<file path="src/core/tcss_pkg.sv">
package tcss_pkg;
  // Selection codes
  localparam logic [2:0] SEL_24M     = 3'h1;
  localparam logic [2:0] SEL_12M     = 3'h2;
  localparam logic [2:0] SEL_6M      = 3'h3;
  localparam logic [2:0] SEL_3M      = 3'h4;
  localparam logic [2:0] SEL_1M5     = 3'h5;
  localparam logic [2:0] SEL_750K    = 3'h6;
  localparam logic [2:0] SEL_DEFAULT = SEL_6M;
  // Base clock is 48 MHz, so a half period of 1 tick gives 24 MHz
  localparam int         BASE_MHZ    = 48;
  localparam int         CNT_W       = 6;
  localparam logic [5:0] HALF_MIN    = 6'h01;
  localparam int         SEL_SHIFT_BASE = 1;
  // Speed indication
  localparam logic       SPEED_FS    = 1'b0;
  localparam logic       SPEED_HS    = 1'b1;
endpackage

</file>
<file path="src/core/tcss_clock_select.sv">
`timescale 1ns/1ps
`default_nettype none
module tcss_clock_select #(
  parameter int SEL_W    = 3,
  parameter int CNT_W    = tcss_pkg::CNT_W,
  parameter int SYNC_LEN = 2
) (
  // Clock and reset
  input  wire logic             ref_clk,
  input  wire logic             rst_n,
  // Selection from host command path
  input  wire logic [SEL_W-1:0] sel_code,
  input  wire logic             sel_load,
  input  wire logic             xfer_busy,
  input  wire logic             clk_run,
  // USB attach status, asynchronous pins
  input  wire logic             host_hs_capable,
  input  wire logic             enum_done,
  // Target clock and status
  output logic                  target_serial_clock,
  output logic [SEL_W-1:0]      active_sel,
  output logic                  usb_speed,
  output logic                  status_led_en
);

  // Constants
  localparam int               SYNC_N    = 2;
  localparam int               SYNC_HS   = 0;
  localparam int               SYNC_ENUM = 1;
  localparam int               SEL_N     = 1 << SEL_W;
  localparam logic [CNT_W-1:0] CNT_CLR   = '0;
  localparam logic [CNT_W-1:0] CNT_STEP  = CNT_W'(tcss_pkg::HALF_MIN);
  localparam logic [SEL_W-1:0] SEL_RST   = SEL_W'(tcss_pkg::SEL_DEFAULT);
  localparam logic [SEL_W-1:0] SEL_LO    = SEL_W'(tcss_pkg::SEL_24M);
  localparam logic [SEL_W-1:0] SEL_HI    = SEL_W'(tcss_pkg::SEL_750K);
  localparam logic [SEL_W-1:0] SEL_BASE  = SEL_W'(tcss_pkg::SEL_SHIFT_BASE);

  // Selection state
  logic [SEL_W-1:0]  pend_r;
  logic [SEL_W-1:0]  pend_nxt;
  logic              pend_v_r;
  logic              pend_v_nxt;
  logic [SEL_W-1:0]  act_r;
  logic [SEL_W-1:0]  act_nxt;

  // Divider state
  logic [CNT_W-1:0]  cnt_r;
  logic [CNT_W-1:0]  cnt_nxt;
  logic              tclk_r;
  logic              tclk_nxt;

  // Attach status
  logic [SYNC_N-1:0] async_pins;
  logic [SYNC_N-1:0] pins_sync;
  logic              speed_r;
  logic              speed_nxt;
  logic              led_r;
  logic              led_nxt;

  // Decode
  wire  [CNT_W-1:0]  half_tbl [0:SEL_N-1];
  logic [CNT_W-1:0]  half_cnt;
  logic              sel_ge_lo;
  logic              sel_le_hi;
  logic              sel_ok;
  logic              load_ok;
  logic              half_done;
  logic              at_low;
  logic              swap_window;
  logic              may_swap;
  logic              toggle;
  logic              cnt_clr;

  // Selection decode
  assign sel_ge_lo = (sel_code >= SEL_LO);
  assign sel_le_hi = (sel_code <= SEL_HI);
  assign sel_ok    = sel_ge_lo && sel_le_hi;
  assign load_ok   = sel_load && sel_ok;

  // Half period per selection code: 1 << (code - 1) reference ticks
  generate
    for (genvar s = 0; s < SEL_N; s++) begin : g_half
      if (s >= SEL_LO && s <= SEL_HI) begin : g_valid
        assign half_tbl[s] = CNT_STEP << (s - SEL_BASE);
      end else begin : g_hold
        assign half_tbl[s] = CNT_STEP;
      end
    end
  endgenerate

  assign half_cnt  = half_tbl[act_r];
  assign half_done = (cnt_r == half_cnt - CNT_STEP);

  // Safe point for a swap: idle link, end of a low half or stopped clock
  assign at_low      = !tclk_r;
  assign swap_window = half_done || !clk_run;
  assign may_swap    = pend_v_r &&
                       !xfer_busy &&
                       at_low &&
                       swap_window;
  assign toggle      = clk_run && half_done;
  assign cnt_clr     = may_swap || half_done || !clk_run;

  // Next values
  assign pend_nxt   = load_ok ? sel_code : pend_r;
  assign pend_v_nxt = load_ok  ? 1'b1 :
                      may_swap ? 1'b0 :
                      pend_v_r;
  assign act_nxt    = may_swap ? pend_r : act_r;
  assign cnt_nxt    = cnt_clr ? CNT_CLR :
                      cnt_r + CNT_STEP;
  assign tclk_nxt   = !clk_run               ? 1'b0 :
                      (toggle && !may_swap)  ? !tclk_r :
                      tclk_r;
  assign speed_nxt  = pins_sync[SYNC_HS] ? tcss_pkg::SPEED_HS :
                      tcss_pkg::SPEED_FS;
  assign led_nxt    = pins_sync[SYNC_ENUM];

  // Pending selection
  always_ff @(posedge ref_clk or negedge rst_n) begin
    if (!rst_n) begin
      pend_r <= SEL_RST;
    end else begin
      pend_r <= pend_nxt;
    end
  end

  // Pending flag
  always_ff @(posedge ref_clk or negedge rst_n) begin
    if (!rst_n) begin
      pend_v_r <= 1'b0;
    end else begin
      pend_v_r <= pend_v_nxt;
    end
  end

  // Selection in force
  always_ff @(posedge ref_clk or negedge rst_n) begin
    if (!rst_n) begin
      act_r <= SEL_RST;
    end else begin
      act_r <= act_nxt;
    end
  end

  // Divider count, restarted on swap so no runt phase appears
  always_ff @(posedge ref_clk or negedge rst_n) begin
    if (!rst_n) begin
      cnt_r <= CNT_CLR;
    end else begin
      cnt_r <= cnt_nxt;
    end
  end

  // Target clock level
  always_ff @(posedge ref_clk or negedge rst_n) begin
    if (!rst_n) begin
      tclk_r <= 1'b0;
    end else begin
      tclk_r <= tclk_nxt;
    end
  end

  // Attach pin synchronisers
  assign async_pins[SYNC_HS]   = host_hs_capable;
  assign async_pins[SYNC_ENUM] = enum_done;

  generate
    for (genvar g = 0; g < SYNC_N; g++) begin : g_sync
      logic [SYNC_LEN-1:0] stage_r;
      always_ff @(posedge ref_clk or negedge rst_n) begin
        if (!rst_n) begin
          stage_r <= '0;
        end else begin
          stage_r <= {stage_r[SYNC_LEN-2:0], async_pins[g]};
        end
      end
      assign pins_sync[g] = stage_r[SYNC_LEN-1];
    end
  endgenerate

  // Link speed indication
  always_ff @(posedge ref_clk or negedge rst_n) begin
    if (!rst_n) begin
      speed_r <= tcss_pkg::SPEED_FS;
    end else begin
      speed_r <= speed_nxt;
    end
  end

  // Status indicator, dark until enumeration completes
  always_ff @(posedge ref_clk or negedge rst_n) begin
    if (!rst_n) begin
      led_r <= 1'b0;
    end else begin
      led_r <= led_nxt;
    end
  end

  // Outputs
  assign target_serial_clock = tclk_r;
  assign active_sel          = act_r;
  assign usb_speed           = speed_r;
  assign status_led_en       = led_r;

endmodule
`default_nettype wire

</file>
<file path="config.mk">
export PLATFORM = sky130hd
export DESIGN_NAME = tcss_clock_select
export DESIGN_NICKNAME = d
export VERILOG_FILES = /design/src/core/tcss_pkg.sv /design/src/core/tcss_clock_select.sv
export SDC_FILE = /design/constraint.sdc
export NUM_CORES = 1
export LEC_CHECK = 0
export BUFFER_PORTS_ARGS = -buffer_cell sky130_fd_sc_hd__buf_2
export CORE_MARGIN = 2
export CORE_UTILIZATION = 35
export DETAILED_ROUTE_END_ITERATION = 10
export PLACE_DENSITY_LB_ADDON = 0.2
export SLEW_MARGIN = 20
export SYNTH_ARGS = -nofsm -noshare
export SYNTH_HDL_FRONTEND = slang
export SYNTH_SLANG_ARGS = --single-unit
</file>
<file path="constraint.sdc">
create_clock -name ref_clk -period 2.6 [get_ports ref_clk]
set_input_delay 0.78 -clock ref_clk [delete_from_list [all_inputs] [get_ports ref_clk]]
set_output_delay 0.78 -clock ref_clk [all_outputs]
set_load 0.01 [all_outputs]
</file>
* Word level (Yosys, flattened, before mapping)
Memory sizes are Yosys's and may differ from the RTL's. Index checks and enable logic that the tools add are counted.
Cells by class: mux-type cells 8, add/subtract/negate cells 2, $lt $le $gt $ge 3, reductions and logical operators 15, equal/unequal tests 2, bitwise logic cells 1
Operators by type and width (count):
- two-way mux 6 bit | 3
- logical AND 1 bit | 7
- adder 6 x 1 -> 6 bit, second input constant | 1
- == test 6 bit | 1
- subtractor 6 x 1 -> 6 bit, second input constant | 1
- two-way mux 1 bit | 5
- >= comparator 4 bit, second input constant | 1
- zero test 1 bit | 4
- inverter 3 -> 4 bit | 1
- >= comparator 3 x 1 -> 1 bit, second input constant | 1
- less-or-equal comparator 3 bit, second input constant | 1
- logical OR 1 bit | 3
- inequality test 2 x 1 -> 1 bit, second input constant | 1
- nonzero test 2 bit | 1
Word-level totals: bits of input ports 10, memory bits (read-only) 48, bits in registers 20, memories kept 1
Memory list:
- (no name shown) | depth 8, bits a word 6, read ports 1, clocked after memory_dff 0, write ports 0, line tcss_clock_select.sv:91 | assign half_cnt = half_tbl[act_r];

* Longest topological paths before layout
Gate-level depths: netlist (run 1).
word-level depth 12, mapped depth 6, gate-level depth less buffers 5

* Least setup slack after synthesis (run 1)
Ideal clock, no wire load.
path type register to register, start register act_r[0] (netlist: active_sel[0]), end register act_r[2] (netlist: active_sel[2]), required time 2.472 ns, stages on the path, launching flop included 7, library setup time 0.128 ns, slack 0.384 ns, arrival time 2.089 ns, cells stage by stage dfstp_2 -> buf_2 -> or4b_4 -> a21oi_2 -> nor4_1 -> nor4b_4 -> mux2_1
Between the ends: longest elaborated chain between the ends 8
RTL lines:
- start: declaration | line tcss_clock_select.sv:43 | logic [SEL_W-1:0] act_r;
- start signal: assignment | line tcss_clock_select.sv:142 | act_r <= act_nxt;
- inverter 3 -> 4 bit (implied by the code) | line tcss_clock_select.sv:91
- memory (8 x 6 bit)
- two-way mux 6 bit (implied by the code) (2 in a row) | line tcss_clock_select.sv:91
- subtractor 6 x 1 -> 6 bit | line tcss_clock_select.sv:92 | assign half_done = (cnt_r == half_cnt - CNT_STEP);
- == test 6 bit | line tcss_clock_select.sv:92
- logical OR 1 bit | line tcss_clock_select.sv:96 | assign swap_window = half_done || !clk_run;
- logical AND 1 bit | line tcss_clock_select.sv:99 | at_low &&
Every way passes these cells. The select of a mux whose other input is x is not followed. A chain may end at the register's enable or synchronous reset.

* Final worst setup path (run 1)
Same ends and word-level chain as after synthesis.

==> impl_metrics.yaml, run 1 <==
run_status:
  status: "finished, final reports clean"
yosys:
  synthArstFlopShare_pct: 100
  syn_area_um2: 957
  synth_nets: 100
  synth_cell_types: 34
  synth_flop_cell: "dfrtp_1"
  synth_seq_area_share_pct: 52.8
  synth_edf_count: 0
  ys_warn_count: 0
  ys_seq_elements: 20
  avgSynthCellArea_um2: 10.8
  synthCells: 89
power_and_ir_drop:
  power_leakage_nw: 0.494
  p_comb_share_pct: 31.9
  switching_share_pct: 35.4
  total_power_uw: 955
  power_density_nw_per_um2: 880
  power_frac_clock_pct: 18.8
  seqPwrFrac_pct: 49.3
  power.internal_uw: 617
  p_switching_uw: 338
  peakVddDrop_mv: 0.409
clock_network:
  cts_tree: "done"
  clk_latency_ps: 290
  cts_setup_buffers: 0
  cts-htree-levels: 1
  numCtsBuffers: 3
  clockBufferDepth: 2
  clk_pin_slew_worst_paths_ps: 110
  cts_root_buf: "clkbuf_4"
  clock-sinks: 20
  cts.hold.buffers_added: 0
  cts_resized: 0
route:
  drc_errors: 0
  ant_nets: 0
  drt_iter0_drc: 9
  drt_first_pass_iters: 4
  wl_per_cell_um: 13.0
  viasPerCell: 5.22
  num_vias: 705
  routed_wl_mm: 1.76
global_routing:
  antenna_found_initial: 0
  grt_max_degree: 21
  overflow: 0
  grt_pass1_vias: 693
  track_usage_pct: 11.6
  grt_pass1_wl_mm: 2.97
timing:
  final.setup.tns_ps: 0
  period_share_pct: 86.5
  fmax_mhz: 445
  finalHoldViolations: 0
  slew-limit-headroom_pct: 62.4
  setup_viol: 0
  min_period_ps: 2250
  drv_slew: 0
  fin_worst_skew_ps: 4.18
  tightest_slew_ps: 559
  rsz0062_at_grt: "no"
finish:
  drive_gt1_share_pct: 24.8
  syn_to_final_growth_pct: 13.3
  diodes: 0
  layout.nets: 117
  instances_no_fill: 135
  n_fill_cell: 250
setup_path:
  crit_type: "reg -> reg"
  cp_max_fo: 9
  max_stage_delay_ps: 630
  worstPathRequired_ps: 2790
  path_cells: "nand3_1, a2111oi_1, nor4_1, nor4b_4, mux2_1"
  start_kind: "flop"
  cp.arrival_ps: 2430
  cp_slowest_cell: "dfstp_2"
  endpoint_kind: "flop"
floorplanning:
  core_area_um2: 2540
  rows: 18
  ios: 16
  start_util_pct: 37.6
  die_h_um: 56.3
  die_area_um2: 3170
  die_w_um: 56.3
worst_hold_path:
  hp-class: "reg -> reg"
placement:
  hpwl_mm: 1.32
  dp_cells: 131
  io_buffers: 15
  gp_congestion: 0.740
flow_run:
  max_cap_viol_count: 0
==> critical path, delay by kind of cell, from the launching register on <==
kind             cells  cell delay (ps)
AO/OA/AOI/OAI        1              490
flip-flops           1              630
multiplexers         1              360
AND/OR/NAND/NOR      3              660
==> power by group through the flow <==
stage / Clock (mW) / Combinational [mW] / Sequential, mW
after floorplan: 0 / 0.240 / 0.453
after global placement: 0 / 0.304 / 0.473
after detailed placement: 0 / 0.311 / 0.477
after CTS: 0.185 / 0.314 / 0.470
after global routing: 0.197 / 0.343 / 0.485
final: 0.180 / 0.304 / 0.471
==> cell usage after synthesis (3+ instances only) <==
| cell type | number | area share [%] |
|---|---|---|
| o22ai_1 | 3 | 2.0 |
| nand3_1 | 4 | 2.1 |
| mux2_1 | 3 | 3.5 |
| dfstp_2 | 4 | 11 |
| xor2_1 | 3 | 2.7 |
| dfrtp_1 | 16 | 42 |
| inv_1 | 6 | 2.4 |
| nand2_1 | 4 | 1.6 |
| nor2_1 | 12 | 4.7 |
| a21oi_1 | 4 | 2.1 |
==> per-layer routing <==
layer | GRT usage, % | part of all wire [%] | vias up
met2 | 19.8 | 49 | 8
met3 | 2.53 | 3.8 | 2
met4 | 5.10 | 1.1 | 0
met1 | 14.0 | 46 | 345
li1 | - | - | 350
met5 | 0 | 0 | -
==> path summary, 6_finish.rpt <==
| check | from | end | slack, ps | cells past startpoint |
|---|---|---|---|---|
| worst max-delay path | active_sel[0]$_DFFE_PN1P_ | active_sel[2]$_DFFE_PN0P_ | 350 | 5 |
| worst min-delay path | g_sync[1].stage_r[1]$_DFF_PN0_ | status_led_en$_DFF_PN0_ | 360 | 0 |
| worst max register to register | active_sel[0]$_DFFE_PN1P_ | active_sel[2]$_DFFE_PN0P_ | 350 | 5 |
| worst min register to register | g_sync[1].stage_r[1]$_DFF_PN0_ | status_led_en$_DFF_PN0_ | 360 | 0 |
| max in group asynchronous | rst_n | active_sel[0]$_DFFE_PN1P_ | 1850 | 1 |
| min in group asynchronous | rst_n | status_led_en$_DFF_PN0_ | 410 | 1 |
==> layout make-up <==
cell class	instances	area [µm²]	area share [%]
tap	30	37.5	3.46
sequential	20	505	46.6
multi-input combinational	60	408	37.6
inverter	6	22.5	2.08
clock buffer	4	36.3	3.34
timing repair buffer	15	75.1	6.92
==> metrics by stage <==
| stage | hold slack (ps) | area (µm²) | utilization, % | setup WS, ps |
|---|---|---|---|---|
| after global routing | 373 | 1080 | 42.6 | 280 |
| after CTS | 363 | 1080 | 42.6 | 337 |
| final | 364 | 1080 | 42.6 | 351 |
| after global placement | 333 | 1050 | 41.2 | 436 |
| after floorplan | 331 | 957 | - | 384 |
| after detailed placement | 336 | 1050 | 41.2 | 366 |
==> registers in the layout, summed over array words and instances, names as in the netlist <==
register             count
active_sel               3
cnt_r                    6
g_sync.stage_r           4
pend_r                   3
pend_v_r                 1
status_led_en            1
target_serial_clock      1
usb_speed                1
==> cells in the final DEF, fill, tap and decap left out, types with 2 or more instances in the layout <==
cell      count
nand2_1       4
xnor2_1       2
nand4b_1      2
o22ai_1       3
buf_2        15
dfstp_2       4
inv_1         6
nor3_1        2
a211oi_1      2
clkbuf_4      3
a21oi_1       4
nand3_1       4
nor2_1       12
xor2_1        3
o21ai_0       2
mux2_1        3
dfrtp_1      16
==> logic make-up after synthesis <==
kind of cell	share of synthesized area (%)
compound gates	13.3
xor+xnor	4.58
fa+ha+maj	1.31
buf+inv	4.57
flops	52.8
mux	3.53
simple gates	19.9
(Power assumes the default switching activity.)
==> inputs of run 2 (changes only) <==
--- a/config.mk
+++ b/config.mk
@@ -7,10 +7,9 @@
 export LEC_CHECK = 0
 export BUFFER_PORTS_ARGS = -buffer_cell sky130_fd_sc_hd__buf_2
 export CORE_MARGIN = 2
-export CORE_UTILIZATION = 35
+export CORE_UTILIZATION = 45
 export DETAILED_ROUTE_END_ITERATION = 10
 export PLACE_DENSITY_LB_ADDON = 0.2
-export SLEW_MARGIN = 20
 export SYNTH_ARGS = -nofsm -noshare
 export SYNTH_HDL_FRONTEND = slang
 export SYNTH_SLANG_ARGS = --single-unit
==> constraint.sdc (replaced) <==
create_clock -name ref_clk -period 2.6 [get_ports ref_clk]
set_input_delay 0.78 -clock ref_clk [delete_from_list [all_inputs] [get_ports ref_clk]]
set_output_delay 0.78 -clock ref_clk [all_outputs]
set_load 0.05 [all_outputs]
==> run 2 against run 1 <==
Wire length down 7.1%. Combinational power up 29%. Die area down 21%. Register-to-register slack worse by 20 ps. Via count up 0.71%. First-iteration DRC count up 33%. Design area up 1.2%. Worst setup slack worse by 19 ps. Worst hold slack worse by 2.2 ps. Sequential share of layout area down 0.53 points. Clock power up 36%. Global-route usage up 3.1 points. Critical path type unchanged. Largest cell class unchanged. Largest power group unchanged.
==> impl_metrics.yaml, run 2 (synthesis results as in run 1) <==
finish:
  n_fill_cell: 177
  layout.nets: 117
  diodes: 0
  regMostFlops: "cnt_r"
  post-route-util_pct: 55.4
  multiInputGateArea_um2: 408
  final_common_cell: "dfrtp_1"
  top_regs: "cnt_r: 6 flops, g_sync.stage_r: 4 flops"
  drive_gt1_share_pct: 24.8
  seqCellArea_um2: 505
  largest_reg_flops: 6
  final_cell_mix: "dfrtp_1 (16), buf_2 (15), nor2_1 (12)"
  syn_to_final_growth_pct: 14.6
  design_area_um2: 1100
setup_path:
  cp.arrival_ps: 2450
  r2r-start: "active_sel[1]$_DFFE_PN1P_"
  start_kind: "flop"
  worstPathRequired_ps: 2780
  endpoint_kind: "flop"
  cp_max_fo: 10
  cp_slowest_cell: "dfstp_2"
  r2r_cells: 5
  crit_type: "reg -> reg"
  startpoint: "active_sel[1]$_DFFE_PN1P_"
  max_stage_delay_ps: 630
  path_cells: "nand3_1, a2111oi_1, nor4_1, nor4b_4, mux2_1"
worst_hold_path:
  hp-class: "reg -> reg"
  min_from: "g_sync[0].stage_r[0]$_DFF_PN0_"
  worst_hold_path.num_cells: 0
timing:
  min_period_ps: 2270
  fmax_mhz: 441
  tightest_slew_ps: 591
  drv_slew: 0
  fin_worst_skew_ps: 8.13
  rsz0062_at_grt: "no"
  final.setup.tns_ps: 0
  slew-limit-headroom_pct: 60.2
  period_share_pct: 87.2
  finalHoldViolations: 0
  setup_viol: 0
route:
  drc_errors: 0
  drt_iter0_drc: 12
  drt_first_pass_iters: 4
  num_vias: 710
  viasPerCell: 5.38
  routed_wl_mm: 1.63
  wl_per_cell_um: 12.3
  ant_nets: 0
flow_run:
  max_cap_viol_count: 0
placement:
  hpwl_mm: 1.19
  gp_congestion: 0.779
  io_buffers: 15
  placed_area_um2: 1040
global_routing:
  antenna_found_initial: 0
  track_usage_pct: 14.8
  grt_pass1_wl_mm: 2.85
  grt_max_degree: 21
  grt_pass1_vias: 622
  overflow: 0
power_and_ir_drop:
  peakVddDrop_mv: 0.593
  power.internal_uw: 688
  seqPwrFrac_pct: 42.6
  p_comb_share_pct: 35.3
  power_leakage_nw: 0.501
  total_power_mw: 1.11
  p_switching_uw: 419
  power_density_nw_per_um2: 1010
  switching_share_pct: 37.9
  power_frac_clock_pct: 22.1
clock_network:
  numCtsBuffers: 3
  cts.hold.buffers_added: 0
  cts_resized: 0
  clk_pin_slew_worst_paths_ps: 110
  cts_setup_buffers: 0
  cts-htree-levels: 1
  cts_tree: "done"
  clk_latency_ps: 290
  cts_root_buf: "clkbuf_4"
  clock-sinks: 20
  clockBufferDepth: 2
floorplanning:
  die_area_um2: 2510
  die_h_um: 50.1
  core_area_um2: 1980
  rows: 16
  start_util_pct: 48.3
  die_w_um: 50.1
  ios: 16
run_status:
  status: "finished, final reports clean"
==> run 2: routing by layer <==
layer / vias up / global-route usage (%) / part of all wire, %
met3: 2 / 2.12 / 4.3
met1: 337 / 22.4 / 53
met4: 0 / 5.56 / 0.80
met2: 18 / 21.1 / 42
met5: - / 0 / 0
li1: 353 / - / -
==> run 2: final timing paths <==
kind,end,slack (ps)
min in group asynchronous,g_sync[0].stage_r[1]$_DFF_PN0_,410
setup reg to reg,active_sel[2]$_DFFE_PN0P_,330
hold / removal,g_sync[0].stage_r[1]$_DFF_PN0_,360
max in group asynchronous,pend_r[1]$_DFFE_PN1P_,1850
hold reg to reg,g_sync[0].stage_r[1]$_DFF_PN0_,360
setup / recovery,active_sel[2]$_DFFE_PN0P_,330
==> run 2: critical path: cells and delay by family (launching register included) <==
kind | cells | cell delay [ps]
DFF | 1 | 630
muxes | 1 | 350
and+or+nand+nor | 3 | 670
AOI/OAI and AO/OA | 1 | 500
==> run 2: power groups by stage <==
stage | clock network, mW | registers (mW) | logic [mW]
finish | 0.245 | 0.471 | 0.391
floorplan | 0 | 0.541 | 0.240
global route | 0.267 | 0.486 | 0.426
detailed placement | 0 | 0.478 | 0.392
CTS | 0.255 | 0.472 | 0.395
global placement | 0 | 0.473 | 0.390
==> run 2: final cells by class <==
class / instances / share of cell area [%]
sequential: 20 / 46.1
multi-input combinational: 60 / 37.2
timing repair buffer: 15 / 6.84
tap: 27 / 3.08
clock inverter: 1 / 2.74
clock buffer: 3 / 2.05
inverter: 6 / 2.05
==> run 2: metrics by stage <==
stage	setup WS (ps)	cells	hold WS, ps
5_1_grt	206	132	373
3_5_place_dp	359	128	339
6_report	332	132	362
2_1_floorplan	192	89	331
3_3_place_gp	416	128	336
4_1_cts	329	132	367
